===== config.mk =====
export PLATFORM = sky130hd
export DESIGN_NAME = spdh_panel
export DESIGN_NICKNAME = d
export VERILOG_FILES = /design/src/core/spdh_pkg.sv /design/src/core/spdh_panel.sv /design/src/core/spdh_debounce.sv
export SDC_FILE = /design/constraint.sdc
export NUM_CORES = 1
export LEC_CHECK = 0
export BUFFER_PORTS_ARGS = -buffer_cell sky130_fd_sc_hd__buf_4
export CAP_MARGIN = 5
export CORE_UTILIZATION = 58
export DETAILED_ROUTE_END_ITERATION = 7
export GPL_TIMING_DRIVEN = 0
export PLACE_DENSITY = 0.85
export REMOVE_ABC_BUFFERS = 1
export SLEW_MARGIN = 20
export SYNTH_ARGS = -nofsm -noshare
export SYNTH_HDL_FRONTEND = slang
export SYNTH_SLANG_ARGS = --single-unit

===== constraint.sdc =====
create_clock -name clock -period 2.9 [get_ports clock]
set_input_delay 0.58 -clock clock [delete_from_list [all_inputs] [get_ports clock]]
set_output_delay 0.58 -clock clock [all_outputs]
set_load 0.005 [all_outputs]

===== src/core/spdh_pkg.sv =====
package spdh_pkg;

  // display geometry
  localparam int unsigned DIGITS     = 5;
  localparam int unsigned DIGIT_W    = 4;

  // clock rate and derived timing
  localparam longint unsigned CLOCK_HZ        = 64'd200_000_000;
  localparam longint unsigned REVIEW_TIME_MS  = 64'd6000;
  localparam longint unsigned REVIEW_CYCLES   = (REVIEW_TIME_MS * CLOCK_HZ) / 64'd1000;
  localparam longint unsigned DEBOUNCE_TIME_US = 64'd10000;
  localparam longint unsigned DEBOUNCE_CYCLES =
    ((DEBOUNCE_TIME_US * CLOCK_HZ) + 64'd999_999) / 64'd1_000_000;
  localparam int unsigned     HOLD_STABLE_CYCLES = 1;

  // BCD digit limits
  localparam logic [3:0] BCD_ZERO = 4'h0;
  localparam logic [3:0] BCD_NINE = 4'h9;

  // prompt codes shown on the display
  typedef enum logic [1:0] {
    PROMPT_NONE = 2'b00,
    PROMPT_HIGH = 2'b01,
    PROMPT_LOW  = 2'b10
  } spdh_prompt_type;

  typedef enum logic [2:0] {
    ST_NORMAL      = 3'b000,
    ST_HIGH_PROMPT = 3'b001,
    ST_LOW_PROMPT  = 3'b010,
    ST_ENTRY_BLANK = 3'b011,
    ST_ENTRY_DIGIT = 3'b100,
    ST_CONFIRM     = 3'b101,
    ST_REVIEW_HIGH = 3'b110,
    ST_REVIEW_LOW  = 3'b111
  } spdh_state_type;

endpackage


===== src/core/spdh_panel.sv =====
// Contract
// Digit presses past the last position return entry to the blank start.
// Select at the high prompt skips to the low prompt.
// Digit at a prompt blanks display; decimal point and unit bar flash.
// First select after composing flashes whole display, nothing stored yet.
// Second select while flashing commits the composed setpoint.
// Digit while confirmation flashes returns to digit entry.
// Select in normal indication reviews high then low setpoint.
// Whole review lasts about six seconds.
// Processor-driven outputs are suspended during review, resume after.
// Review ends by itself back in normal pressure indication.
// Low hold requests a freeze; the running update finishes first.
// Display and digital updates stop until the hold level changes.
// Display and digital output freeze on the same value.
// Hold acknowledge reflects the hold line state.
// Analog output always tracks pressure regardless of hold.
// Up increments and down decrements the current digit.
// Digit after choosing a digit shifts the value left one position.
// Buttons are synchronised, debounced and acted on once per press.
// Hold input is synchronised; acknowledge follows the synchronised level.
module spdh_panel #(
  parameter int unsigned     DIGITS          = spdh_pkg::DIGITS,
  parameter longint unsigned REVIEW_CYCLES   = spdh_pkg::REVIEW_CYCLES,
  parameter longint unsigned DEBOUNCE_CYCLES = spdh_pkg::DEBOUNCE_CYCLES
) (
  input  wire logic                  clock,
  input  wire logic                  reset,
  input  wire logic                  digit_button,
  input  wire logic                  up_button,
  input  wire logic                  down_button,
  input  wire logic                  setpoint_select_button,
  input  wire logic                  entry_start,
  input  wire logic                  hold_n,
  input  wire logic [DIGITS*4-1:0]   meas_value,
  input  wire logic                  meas_update,
  output logic [DIGITS*4-1:0]        disp_digits,
  output logic [DIGITS-1:0]          disp_blank,
  output spdh_pkg::spdh_prompt_type  disp_prompt,
  output logic                       disp_flash_all,
  output logic                       disp_dp_unit_flash,
  output logic [DIGITS*4-1:0]        dig_out_value,
  output logic                       dig_out_strobe,
  output logic [DIGITS*4-1:0]        analog_value,
  output logic [DIGITS*4-1:0]        high_setpoint,
  output logic [DIGITS*4-1:0]        low_setpoint,
  output logic                       outputs_suspended,
  output logic                       hold_ack
);

  localparam int unsigned     VW     = DIGITS * 4;
  localparam int unsigned     NW     = $clog2(DIGITS + 1);
  localparam longint unsigned HALF   = REVIEW_CYCLES / 64'd2;
  localparam longint unsigned HI_END = HALF - 64'd1;
  localparam longint unsigned LO_END = REVIEW_CYCLES - HALF - 64'd1;
  localparam int unsigned     TW     = $clog2(HALF + 1);

  // entry shifts by whole digits, so one position alone cannot be served
  if (DIGITS < 2 || DIGITS > 8) begin : g_bad_digits
    $error("spdh_panel: DIGITS must be 2 to 8");
  end
  if (REVIEW_CYCLES < 2) begin : g_bad_review
    $error("spdh_panel: REVIEW_CYCLES must be at least 2");
  end

  function automatic logic [3:0] bcd_step(input logic [3:0] d, input logic up);
    if (up) begin
      return (d >= spdh_pkg::BCD_NINE) ? spdh_pkg::BCD_ZERO : d + 4'h1;
    end
    return (d == spdh_pkg::BCD_ZERO) ? spdh_pkg::BCD_NINE : d - 4'h1;
  endfunction

  logic       digit_press;
  logic       up_press;
  logic       down_press;
  logic       select_press;
  logic       hold_level;
  logic [3:0] button_raw;
  logic [3:0] button_press;

  assign button_raw = {setpoint_select_button, down_button, up_button, digit_button};
  assign {select_press, down_press, up_press, digit_press} = button_press;

  for (genvar b = 0; b < 4; b++) begin : g_button
    spdh_debounce #(.STABLE_CYCLES(32'(DEBOUNCE_CYCLES)), .RESET_LEVEL(1'b0)) u_button (
      .clock  (clock),
      .reset  (reset),
      .raw_in (button_raw[b]),
      .level  (),
      .rise   (button_press[b])
    );
  end

  // hold line: three-stage sync, no extra filtering
  spdh_debounce #(.STABLE_CYCLES(spdh_pkg::HOLD_STABLE_CYCLES), .RESET_LEVEL(1'b1)) u_hold (
    .clock  (clock),
    .reset  (reset),
    .raw_in (hold_n),
    .level  (hold_level),
    .rise   ()
  );

  spdh_pkg::spdh_state_type state_q;
  spdh_pkg::spdh_state_type state_d;
  logic [VW-1:0] entry_q;
  logic [VW-1:0] entry_d;
  logic [NW-1:0] count_q;
  logic [NW-1:0] count_d;
  logic          target_low_q;
  logic          target_low_d;
  logic [VW-1:0] high_q;
  logic [VW-1:0] high_d;
  logic [VW-1:0] low_q;
  logic [VW-1:0] low_d;
  logic [TW-1:0] timer_q;
  logic [TW-1:0] timer_d;

  always_comb begin
    state_d      = state_q;
    entry_d      = entry_q;
    count_d      = count_q;
    target_low_d = target_low_q;
    high_d       = high_q;
    low_d        = low_q;
    timer_d      = timer_q;
    unique case (state_q)
      spdh_pkg::ST_NORMAL: begin
        if (entry_start) begin
          state_d = spdh_pkg::ST_HIGH_PROMPT;
        end else if (select_press) begin
          state_d = spdh_pkg::ST_REVIEW_HIGH;
          timer_d = '0;
        end
      end
      spdh_pkg::ST_HIGH_PROMPT, spdh_pkg::ST_LOW_PROMPT: begin
        if (select_press && state_q == spdh_pkg::ST_HIGH_PROMPT) begin
          state_d = spdh_pkg::ST_LOW_PROMPT;
        end else if (select_press) begin
          state_d = spdh_pkg::ST_NORMAL;
        end else if (digit_press) begin
          state_d      = spdh_pkg::ST_ENTRY_BLANK;
          target_low_d = (state_q == spdh_pkg::ST_LOW_PROMPT);
          entry_d      = '0;
          count_d      = '0;
        end
      end
      spdh_pkg::ST_ENTRY_BLANK: begin
        if (digit_press) begin
          state_d = spdh_pkg::ST_ENTRY_DIGIT;
          count_d = NW'(1);
        end
      end
      spdh_pkg::ST_ENTRY_DIGIT: begin
        if (select_press) begin
          state_d = spdh_pkg::ST_CONFIRM;
        end else if (digit_press) begin
          if (count_q >= NW'(DIGITS)) begin
            state_d = spdh_pkg::ST_ENTRY_BLANK;
            entry_d = '0;
            count_d = '0;
          end else begin
            entry_d = {entry_q[VW-5:0], spdh_pkg::BCD_ZERO};
            count_d = count_q + NW'(1);
          end
        end else if (up_press || down_press) begin
          entry_d[3:0] = bcd_step(entry_q[3:0], up_press);
        end
      end
      spdh_pkg::ST_CONFIRM: begin
        if (digit_press) begin
          state_d = spdh_pkg::ST_ENTRY_DIGIT;
        end else if (select_press) begin
          high_d  = target_low_q ? high_q : entry_q;
          low_d   = target_low_q ? entry_q : low_q;
          state_d = target_low_q ? spdh_pkg::ST_NORMAL : spdh_pkg::ST_LOW_PROMPT;
        end
      end
      spdh_pkg::ST_REVIEW_HIGH, spdh_pkg::ST_REVIEW_LOW: begin
        timer_d = timer_q + TW'(1);
        if (state_q == spdh_pkg::ST_REVIEW_HIGH && timer_q >= TW'(HI_END)) begin
          state_d = spdh_pkg::ST_REVIEW_LOW;
          timer_d = '0;
        end else if (state_q == spdh_pkg::ST_REVIEW_LOW && timer_q >= TW'(LO_END)) begin
          state_d = spdh_pkg::ST_NORMAL;
          timer_d = '0;
        end
      end
    endcase
  end

  always_ff @(posedge clock) begin
    if (reset) begin
      state_q      <= spdh_pkg::ST_NORMAL;
      entry_q      <= '0;
      count_q      <= '0;
      target_low_q <= 1'b0;
      high_q       <= '0;
      low_q        <= '0;
      timer_q      <= '0;
    end else begin
      state_q      <= state_d;
      entry_q      <= entry_d;
      count_q      <= count_d;
      target_low_q <= target_low_d;
      high_q       <= high_d;
      low_q        <= low_d;
      timer_q      <= timer_d;
    end
  end

  logic          reviewing;
  logic [VW-1:0] pend_q;
  logic [VW-1:0] pend_d;
  logic          busy_q;
  logic          busy_d;
  logic          frozen_q;
  logic          frozen_d;
  logic [VW-1:0] shown_q;
  logic [VW-1:0] shown_d;
  logic          strobe_q;
  logic          strobe_d;
  logic [VW-1:0] analog_q;
  logic [VW-1:0] analog_d;

  assign reviewing = (state_q == spdh_pkg::ST_REVIEW_HIGH) || (state_q == spdh_pkg::ST_REVIEW_LOW);

  always_comb begin
    pend_d   = pend_q;
    busy_d   = 1'b0;
    shown_d  = shown_q;
    strobe_d = 1'b0;
    analog_d = meas_update ? meas_value : analog_q;
    // an update already taken finishes before the freeze lands
    frozen_d = !hold_level && (frozen_q || !busy_q);
    if (busy_q) begin
      shown_d  = pend_q;
      strobe_d = 1'b1;
    end else if (meas_update && !frozen_q && hold_level && !reviewing) begin
      pend_d = meas_value;
      busy_d = 1'b1;
    end
  end

  always_ff @(posedge clock) begin
    if (reset) begin
      pend_q   <= '0;
      busy_q   <= 1'b0;
      frozen_q <= 1'b0;
      shown_q  <= '0;
      strobe_q <= 1'b0;
      analog_q <= '0;
    end else begin
      pend_q   <= pend_d;
      busy_q   <= busy_d;
      frozen_q <= frozen_d;
      shown_q  <= shown_d;
      strobe_q <= strobe_d;
      analog_q <= analog_d;
    end
  end

  logic                      show_low;
  logic [VW-1:0]             dig_q;
  logic [VW-1:0]             dig_d;
  logic [DIGITS-1:0]         blank_q;
  logic [DIGITS-1:0]         blank_d;
  spdh_pkg::spdh_prompt_type prompt_q;
  spdh_pkg::spdh_prompt_type prompt_d;
  logic                      flash_q;
  logic                      flash_d;
  logic                      dpflash_q;
  logic                      dpflash_d;

  assign show_low = (state_d == spdh_pkg::ST_LOW_PROMPT) || (state_d == spdh_pkg::ST_REVIEW_LOW);

  always_comb begin
    dig_d     = shown_d;
    blank_d   = '0;
    prompt_d  = spdh_pkg::PROMPT_NONE;
    flash_d   = 1'b0;
    dpflash_d = 1'b0;
    unique case (state_d)
      spdh_pkg::ST_NORMAL: dig_d = shown_d;
      spdh_pkg::ST_HIGH_PROMPT, spdh_pkg::ST_LOW_PROMPT: begin
        blank_d  = '1;
        prompt_d = show_low ? spdh_pkg::PROMPT_LOW : spdh_pkg::PROMPT_HIGH;
      end
      spdh_pkg::ST_ENTRY_BLANK: begin
        dig_d     = '0;
        blank_d   = '1;
        dpflash_d = 1'b1;
      end
      spdh_pkg::ST_ENTRY_DIGIT, spdh_pkg::ST_CONFIRM: begin
        dig_d = entry_d;
        for (int i = 0; i < DIGITS; i++) begin
          blank_d[i] = (i >= int'(count_d));
        end
        flash_d = (state_d == spdh_pkg::ST_CONFIRM);
      end
      spdh_pkg::ST_REVIEW_HIGH, spdh_pkg::ST_REVIEW_LOW: begin
        dig_d    = show_low ? low_d : high_d;
        prompt_d = show_low ? spdh_pkg::PROMPT_LOW : spdh_pkg::PROMPT_HIGH;
      end
    endcase
  end

  always_ff @(posedge clock) begin
    if (reset) begin
      dig_q     <= '0;
      blank_q   <= '0;
      prompt_q  <= spdh_pkg::PROMPT_NONE;
      flash_q   <= 1'b0;
      dpflash_q <= 1'b0;
    end else begin
      dig_q     <= dig_d;
      blank_q   <= blank_d;
      prompt_q  <= prompt_d;
      flash_q   <= flash_d;
      dpflash_q <= dpflash_d;
    end
  end

  assign disp_digits        = dig_q;
  assign disp_blank         = blank_q;
  assign disp_prompt        = prompt_q;
  assign disp_flash_all     = flash_q;
  assign disp_dp_unit_flash = dpflash_q;
  assign dig_out_value      = shown_q;
  assign dig_out_strobe     = strobe_q;
  assign analog_value       = analog_q;
  assign high_setpoint      = high_q;
  assign low_setpoint       = low_q;
  assign outputs_suspended  = reviewing || frozen_q;
  assign hold_ack           = hold_level;

endmodule


===== src/core/spdh_debounce.sv =====
module spdh_debounce #(
  parameter int unsigned STABLE_CYCLES = 2,
  parameter bit          RESET_LEVEL   = 1'b0
) (
  input  wire logic clock,
  input  wire logic reset,
  input  wire logic raw_in,
  output logic      level,
  output logic      rise
);

  localparam int unsigned CW = (STABLE_CYCLES < 2) ? 1 : $clog2(STABLE_CYCLES + 1);

  if (STABLE_CYCLES < 1) begin : g_bad_stable
    $error("spdh_debounce: STABLE_CYCLES must be at least 1");
  end

  logic [2:0]    sync_q;
  logic [2:0]    sync_d;
  logic [CW-1:0] count_q;
  logic [CW-1:0] count_d;
  logic          level_q;
  logic          level_d;
  logic          rise_q;
  logic          rise_d;

  always_comb begin
    sync_d  = {sync_q[1:0], raw_in};
    count_d = count_q;
    level_d = level_q;
    rise_d  = 1'b0;
    // a change counts only once the second and third stages agree
    if ((sync_q[1] == sync_q[2]) && (sync_q[2] != level_q)) begin
      if (count_q >= CW'(STABLE_CYCLES - 1)) begin
        count_d = '0;
        level_d = sync_q[2];
        rise_d  = sync_q[2];
      end else begin
        count_d = count_q + CW'(1);
      end
    end else begin
      count_d = '0;
    end
  end

  always_ff @(posedge clock) begin
    if (reset) begin
      sync_q  <= {3{RESET_LEVEL}};
      count_q <= '0;
      level_q <= RESET_LEVEL;
      rise_q  <= 1'b0;
    end else begin
      sync_q  <= sync_d;
      count_q <= count_d;
      level_q <= level_d;
      rise_q  <= rise_d;
    end
  end

  assign level = level_q;
  assign rise  = rise_q;

endmodule


-- After elaboration in Yosys (flattened, before gate mapping)
Cells that the tools add are included.
- register bits after elaboration: 298
- bits of input ports: 29
- output and inout bits: 112
- word-level logic and storage cells: 211
- $add $sub $neg: 9
- order comparisons: 13
- eq/ne operators: 26
- muxes and demuxes: 62
- bitwise gates (word level): 14
- reduce and logical (&&, ||, !) cells: 50
- operators by type and width (operator ; count):
    $mux 20 ; 15
    $mux 30 ; 4
    $add 21x1->21 const B ; 4
    $ge 21x21->1 const B ; 4
    $mux 3 ; 20
    $pmux 20 s3 ; 1
    $pmux 30 s2 ; 1
    $pmux 20 s2 ; 1
    $add 30x1->30 const B ; 1
    $ge 30x30->1 const B ; 1
    $reduce_or 3->1 ; 10
    $eq 3x3->1 const B ; 8
    $mux 4 ; 6
    $pmux 3 s6 ; 1
    $mux 16 ; 1
    $not 1->1 ; 14
    $reduce_or 2->1 ; 7
    $eq 3x2->1 const B ; 4
    $logic_and 1x1->1 ; 12
    $reduce_and 2->1 ; 6
    $pmux 5 s2 ; 1
    $pmux 3 s3 ; 1
    $mux 1 ; 8
    $eq 3x1->1 const B ; 2
    23 further kinds ; 41

-- Logic depth before layout (Yosys ltp)
Gate-level depths: netlist of the first run.
- depth in word-level cells: 11
- gate-level depth with buffers: 10
- depth with buffers taken out: 9

-- By module
Synthesis of the first run repeated with hierarchy kept, for this count alone.
- cells, all modules: 1487
- area, all modules: 12853.6 µm²
- by module, submodules not included (module ; times used ; cells each ; area each (µm²) ; seq. area each (µm²)):
    spdh_panel ; 1 ; 962 ; 8162.8 ; 3783.6
    spdh_debounce at g_button[0].u_button ... ; 4 ; 128 ; 1137.3 ; 520.5
    spdh_debounce at u_hold ; 1 ; 13 ; 141.4 ; 100.1

-- Least setup slack after synthesis of the first run
Ideal clock, no wire load.
- path kind: input to register
- start point: input port entry_start
- end point: register timer_q[11]
- library setup time: 0.070 ns
- data arrival time: 2.253 ns
- required time: 2.830 ns
- setup slack: 0.577 ns
- stages on the path: 6
- buffers on the path: 0
- path through: or4b_1 > o21a_1 > nor3_2 > nand2_1 > or4b_1 > a21oi_1
- word-level cells in the longest chain between the ends: 2
- ends and longest elaborated chain (what ; line ; RTL):
    from (decl) ; spdh_panel.sv:32 ; input wire logic entry_start,
    $ne 2x2->1 (no line) ; -- ;
    $reduce_and 3->1 (no line) ; -- ;
    to (signal assigned) ; spdh_panel.sv:206 ; timer_q <= timer_d;
    to (decl) ; spdh_panel.sv:114 ; logic [TW-1:0] timer_q;
Every way passes these cells.
A chain may end at the register's enable or synchronous reset.

-- Worst setup path in the final report of the first run
- start point: register g_button[0].u_button.rise_q
- end point: register dig_q[0], in the netlist disp_digits[0]
- word-level cells in the longest chain between the ends: 8
- elaborated cells between the ends (all ways): 29
- those cells by class: 6 x eq/ne; 20 x mux; 3 x reduce/logical
- ends and longest elaborated chain (what ; line ; RTL):
    from (decl) ; spdh_debounce.sv:24 ; logic rise_q;
    from (signal assigned) ; spdh_debounce.sv:56 ; rise_q <= rise_d;
    $mux 3 ; spdh_panel.sv:139 ; end else if (digit_press) begin
    $mux 3 ; spdh_panel.sv:137 ; end else if (select_press) begin
    $mux 3 ; spdh_panel.sv:135 ; if (select_press && state_q == spdh_pkg::ST_HIGH_PROMPT) begin
    $pmux 3 s6 ; spdh_panel.sv:125 ; unique case (state_q)
    $eq 3x2->1 / $eq 3x3->1 (equally long branches) ; spdh_panel.sv:273, spdh_panel.sv:281 ;
    $logic_or 1x1->1 ; spdh_panel.sv:273 ; assign show_low = (state_d == spdh_pkg::ST_LOW_PROMPT) || (state_d == spdh_pkg::ST_REVIEW_LOW);
    $mux 20 ; spdh_panel.sv:300 ; dig_d = show_low ? low_d : high_d;
    $pmux 20 s3 (*) ; spdh_panel.sv:281 ; unique case (state_d)
    to (signal assigned) ; spdh_panel.sv:314 ; dig_q <= dig_d;
    to (decl) ; spdh_panel.sv:262 ; logic [VW-1:0] dig_q;
Mark *: on every way between the ends. The rest lies on a longest branch, timed or not.

==> run summary, run 1 <==
status - finished, final reports clean
Initial Util - 59.47%
vias in the first global route - 10114
Worst Hold Depth - 2
largest net degree at the start of global routing - 131
Switching Power - 3849 µW
clock sink count - 297
top_reg_cell synth - dfxtp_1
aggregate global routing overflow - 0
Total Nets Final - 1558
placed cells - 1757
post-synth top area share - 47.26%
FMAX - 357.0 MHz
Hold Buf Count CTS - 0
sequential power share - 37.1%
CP Max Fanout - 14
crit path cell chain - nor2b_2 > a211oi_1 > o31ai_4 > a311o_2 > o221ai_1 > a221oi_1
Sw Ratio - 31.63%
Crit. Startpoint - g_button[0].u_button.rise
IO buf count - 140
slowest cell on the critical path - dfxtp_1
final RePlAce weighted congestion - 0.8752
Reg2Reg Depth - 6
Reg clk slew, reported paths - 60 ps
Final Cycle Share - 96.59%
Yosys warnings - 0
first-pass GRT wire length - 49230 µm
Fin Clk Skew - 24.11 ps
CP Class - reg -> reg
post-synthesis cell area - 0.01258 mm²
met1 usage - 33.68%
Worst path max stage delay - 590 ps
GRT met2 Usage - 46.09%
area leader, netlist - dfxtp_1
Layout area overhead - 19.20%
root buffer cell - clkbuf_16
Die Footprint - 0.02228 mm²
cells after synthesis - 1412
initial antenna violation count - 0
ys async rst share - 0%
drt first-iter violations - 862
Mean Syn Cell Area - 8.909 µm²
final hold vios - 0
clock share of power - 32.7%
CP Data Required Time - 3330 ps
largest cells by area after synthesis - dfxtp_1, nor2_1, nand2_1
Seq/Total Area, Yosys - 47.26%
power per cell area - 811.6 mW/mm²
register bit count reported by yosys - 297
endpoint type of the worst setup path - register
Worst Path Arrival - 3230 ps
HP Start - hold_n
Die Span Y - 149.3 µm
combinational share of power - 30.3%
number of synthesized flops with an enable pin - 0
# H-tree levels - 1
fraction of layout cells with a size suffix above 1 - 19.22%
number of unique standard cell types used by synthesis - 79
Worst Tran Pin Value - 1096 ps
Ports - 141
Final Slew Violations - 0
clk buf depth - 3
met3 usage - 3.639%
endpoints failing setup - 0
CTS tree - yes
wire per inst - 16.79 µm
Static Leak - 0.005519 µW
via count - 10700
# diodes - 0
Fillers - 1503
non-filler cells, final - 1815
TritonRoute pass-1 iters - 5
Power Total - 12170 µW
post-DP HPWL - 19460 µm
worst hold path type - in -> reg
most crowded layer after global routing - met2
RR Startpoint - g_button[0].u_button.rise
gr usage total - 26.98%
Max-Cap Viols - 0
DRT Wirelength - 30480 µm
Vias per Instance - 5.895
Skew-Pair Late Insertion Delay - 570 ps
Die X - 149.3 µm
final worst path period need - 2801 ps
startpoint types - register
Max-Slew Margin vs Limit - 26.71%
cts bufs inserted - 29
Internal - 8320 µW
peak supply drop - 0.5643 mV
Post-DRT Antenna Nets - 0
detailed-route DRC error count - 0
total core area - 0.02115 mm²
Rows - 53
[Yosys cell counts, types with 10 or more instances]
master and n:
xor2_1 54, buf_1 10, inv_1 19, dfxtp_1 297, mux2i_1 44, nand4_1 19, a221oi_2 17, and4_1 12
ha_1 10, xnor2_1 37, nand2_1 178, a21oi_1 99, clkbuf_1 52, a22oi_1 18, nor2b_1 22, a21bo_2 19
nor2_1 223, o221ai_2 17, nand3_1 52, and3_1 25, o21ai_0 31
[critical path: cells and delay by family, from the launching register on]
kind | cells | cell delay, ps
flip-flops | 1 | 590
AND/OR/NAND/NOR | 1 | 340
AO/OA/AOI/OAI | 5 | 1730
[through the flow]
| stage | cell area [µm²] | hold WS, ps | setup slack (ps) | setup TNS, ps | util [%] |
|---|---|---|---|---|---|
| after floorplan | 12250 | 389.5 | -690.8 | -11960 | - |
| after global placement | 13650 | 400.7 | -2477 | -84830 | 64.52 |
| after detailed placement | 13790 | 407.1 | -900.4 | -21290 | 65.21 |
| after CTS | 14920 | 182.9 | 24.43 | 0 | 70.52 |
| after global routing | 14990 | 179.8 | -2.672 | -2.672 | 70.88 |
| final | 14990 | 195.1 | 98.95 | 0 | 70.88 |
[placed cells by master (no fill, tap or decap), drive strengths merged, types with 6 or more instances in the layout]
master | netlist | routed
and3 | 25 | 25
clkbuf | 52 | 42
clkinv | 1 | 6
or3 | 10 | 10
mux2i | 44 | 44
ha | 10 | 10
nand3 | 53 | 53
a221oi | 21 | 21
a21bo | 19 | 19
nor2b | 22 | 22
a21oi | 100 | 100
o21ai | 34 | 34
nand4 | 19 | 19
xor2 | 54 | 54
inv | 19 | 20
a31oi | 7 | 8
nor2 | 224 | 224
nor4 | 9 | 9
and2 | 10 | 10
o21a | 6 | 6
buf | 25 | 151
dfxtp | 297 | 297
xnor2 | 37 | 37
o211ai | 8 | 8
nand2b | 9 | 9
nand2 | 178 | 178
o221ai | 21 | 21
nor3 | 8 | 8
and4 | 12 | 12
a22oi | 18 | 18
[sequential cells by signal, summed over array words and instances, names as in the netlist, 12 cells and up]
signal and cells:
pend_q 20, g_button.u_button.sync_q 12, timer_q 30, high_setpoint 20, analog_value 20, g_button.u_button.count_q 84, disp_digits 20, low_setpoint 20
entry_q 20, dig_out_value 20
[path summary, 6_finish.rpt]
check	slack, ps	end
setup / recovery	100	disp_digits[0]
hold / removal	200	u_hold.sync_q[0]
setup reg to reg	100	disp_digits[0]
hold reg to reg	420	u_hold.sync_q[1]
[area by class of cell]
| cell class | instances | area, µm² | area share, % |
|---|---|---|---|
| inverters | 20 | 75.07 | 0.5007 |
| clock buffers | 42 | 854.6 | 5.699 |
| repair buffers | 151 | 1212 | 8.086 |
| clock inverters | 10 | 165.2 | 1.101 |
| flip-flops and latches | 297 | 5952 | 39.69 |
| well taps | 275 | 344.1 | 2.295 |
| multi-input cells | 1020 | 6391 | 42.62 |
[kinds of logic (layout without fill, tap and decap cells)]
logic type	after synthesis	count (layout)	synth area share, %
DFF	297	297	47.26
AOI/OAI and AO/OA	267	269	16.11
adders and majority gates	11	11	1.074
and+or+nand+nor	603	603	22.34
xor gates and xnor gates	91	91	6.336
buffers and inverters	97	223	3.193
muxes	46	46	3.680
[power groups by stage]
stage	clock [µW]	sequential, µW	combinational [µW]
6_report	3970	4510	3680
5_1_grt	4190	4540	3880
4_1_cts	4020	4500	3520
3_5_place_dp	0	4580	3320
3_3_place_gp	0	4570	2930
2_1_floorplan	0	4550	2130
[repair_timing]
action                     4_1_cts  5_1_grt
setup buffers                    1        2
pin swaps                        2        1
gates cloned                     2        0
gates resized for setup         17       11
setup endpoints to repair       53       54
[per-layer routing]
metal | wire [µm] | part of all wire [%]
met3 | 2067 | 6.8
met5 | 0 | 0
met2 | 14730 | 48
met4 | 1093 | 3.6
met1 | 12590 | 41
Power figures use the tool's default switching activity.
==> run 2: changes to the inputs <==
- clock period: 2.9 -> 2.78 ns (I/O delays scaled with it)
==> run 2 against run 1 <==
Against the previous run: sequential power grew 4%; fmax grew 2.1%; clock power grew 5%; first-iteration DRC count grew 9.9%; utilization grew 0.34 points; critical path depth grew 2; cell count grew 0.22%; sequential share of layout area shrank 0.17 points; highest routed layer unchanged; die area is the same; critical path type unchanged; clock-buffer cell count is the same; combinational power grew 11%.
==> run summary, run 2 (synthesized netlist as in run 1, its figures left out) <==
status - finished, final reports clean
aggregate global routing overflow - 0 (unchanged)
Sw Ratio - 32.33% (+0.70 points)
initial antenna violation count - 0 (unchanged)
Total Nets Final - 1562 (+0.26%)
Ports - 141 (unchanged)
commonest non-fill, non-tap cell in the layout - dfxtp_1
crit path cell chain - or3b_1 > o2111ai_1 > nand2_1 > o311a_2 > a21oi_4 > buf_8 > o221ai_1 > a221oi_1
Fin Clk Skew - 23.74 ps (-0.3712 ps)
detailed-route DRC error count - 0 (unchanged)
Internal - 8763 µW (+5.3%)
clock share of power - 32.1% (-0.6 points)
endpoint type of the worst setup path - register
power per cell area - 859.5 mW/mm² (+5.9%)
Fillers - 1488 (-1.0%)
clock sink count - 297 (unchanged)
cts bufs inserted - 29 (unchanged)
Max-Cap Viols - 0 (unchanged)
Final Slew Violations - 0 (unchanged)
combinational share of power - 31.5% (+1.2 points)
Switching Power - 4186 µW (+8.8%)
CTS tree - yes
most frequent cells in the layout - dfxtp_1, nor2_1, nand2_1
Power Total - 12950 µW (+6.4%)
Worst Tran Pin Value - 1092 ps (-4.374 ps)
Post-DRT Antenna Nets - 0 (unchanged)
Initial Util - 59.47% (unchanged)
via count - 10843 (+1.3%)
IO buf count - 140 (unchanged)
max reg flops - 84 (unchanged)
Layout area overhead - 19.77%
Final Cycle Share - 98.64% (+2.1 points)
endpoints failing setup - 0 (unchanged)
fraction of layout cells with a size suffix above 1 - 19.69% (+0.47 points)
Skew-Pair Late Insertion Delay - 560 ps (about the same)
FMAX - 364.7 MHz (+2.1%)
Worst path max stage delay - 530 ps (-60 ps)
final RePlAce weighted congestion - 0.8752 (unchanged)
Most flops, register - g_button.u_button.count_q
gr usage total - 27.12% (+0.14 points)
clk buf depth - 3 (unchanged)
Static Leak - 0.005542 µW (+0.43%)
final worst path period need - 2742 ps (-58.90 ps)
# H-tree levels - 1 (unchanged)
total core area - 0.02115 mm² (unchanged)
setup_tns - 0 ps (unchanged)
TritonRoute pass-1 iters - 5 (unchanged)
Reg clk slew, reported paths - 70 ps (about the same)
RSZ-0062 raised after global routing - true
peak supply drop - 0.6349 mV (+13%)
wire per inst - 17.25 µm (+2.7%)
Die Span Y - 149.3 µm (unchanged)
startpoint types - register
Worst Path Arrival - 3170 ps (-60 ps)
drt first-iter violations - 947 (+9.9%)
first-pass GRT wire length - 49450 µm (+0.45%)
# diodes - 0 (unchanged)
Max-Slew Margin vs Limit - 27.00% (+0.29 points)
Die Footprint - 0.02228 mm² (unchanged)
root buffer cell - clkbuf_16
Top Registers - g_button.u_button.count_q (84), timer_q (30)
final hold vios - 0 (unchanged)
worst hold path type - in -> reg
slowest cell on the critical path - o311a_2
vias in the first global route - 10128 (+0.14%)
post-DP HPWL - 19460 µm (unchanged)
Die X - 149.3 µm (unchanged)
CP Max Fanout - 24 (+10)
Rows - 53 (unchanged)
DRT Wirelength - 31380 µm (+3.0%)
sequential power share - 36.4% (-0.7 points)
Vias per Instance - 5.961 (+1.1%)
CP Class - reg -> reg
largest net degree at the start of global routing - 131 (unchanged)
CP Data Required Time - 3210 ps (-120 ps)
Hold Buf Count CTS - 0 (unchanged)
-- run 2: cell type report --
type                       instances  area (µm²)  area share [%]
clock buffer                      42       854.6           5.672
clock inverter                    10       165.2           1.096
inverter                          20       75.07          0.4983
multi-input combinational       1021        6437           42.73
sequential                       297        5956           39.53
tap                              275       344.1           2.284
timing repair buffer             154        1235           8.196
-- run 2: what timing repair did --
action                     4_1_cts  5_1_grt
setup endpoints to repair       56       71
pin swaps                        2        7
resized for setup               23       13
setup buffers                    1        5
cloned                           2        1
-- run 2: worst max-delay path: cells and delay by family (launching register included) --
kind | cells | cell delay [ps]
simple gates | 2 | 550
flops | 1 | 500
compound gates | 5 | 1370
buf+inv | 1 | 190
-- run 2: path summary, 6_finish.rpt --
kind,from,slack [ps],cells after the start,end
worst min-delay path,hold_n,170,2,u_hold.sync_q[0]
worst min register to register,u_hold.sync_q[0],420,1,u_hold.sync_q[1]
worst max register to register,state_q[1],40,8,disp_digits[0]
worst max-delay path,state_q[1],40,8,disp_digits[0]
-- run 2: power by group through the flow --
stage          logic [µW]  registers [µW]  clock network, µW
2_1_floorplan        2220            4750                  0
3_3_place_gp         3050            4770                  0
3_5_place_dp         3460            4780                  0
4_1_cts              3690            4700               4190
5_1_grt              4250            4740               4370
6_report             4080            4710               4160
-- run 2: stage by stage --
stage	hold WS, ps	setup WS [ps]	area (µm²)	instances	utilization [%]
floorplan	389.5	-810.8	12250	1335	-
global placement	400.7	-2597	13650	1750	64.52
detailed placement	407.1	-1020	13790	1757	65.21
CTS	158.9	21.86	14940	1812	70.62
global route	155.8	-38.44	15070	1819	71.22
finish	173.9	37.85	15070	1819	71.22
-- run 2: metal layers --
metal  global-route usage [%]  vias up  share of wire, %
met5                        0        -                 0
met4                    12.04        0               3.7
met3                    3.609       87               7.4
met2                    46.49      464                48
met1                    33.91     5154                41
li1                         -     5138                 -
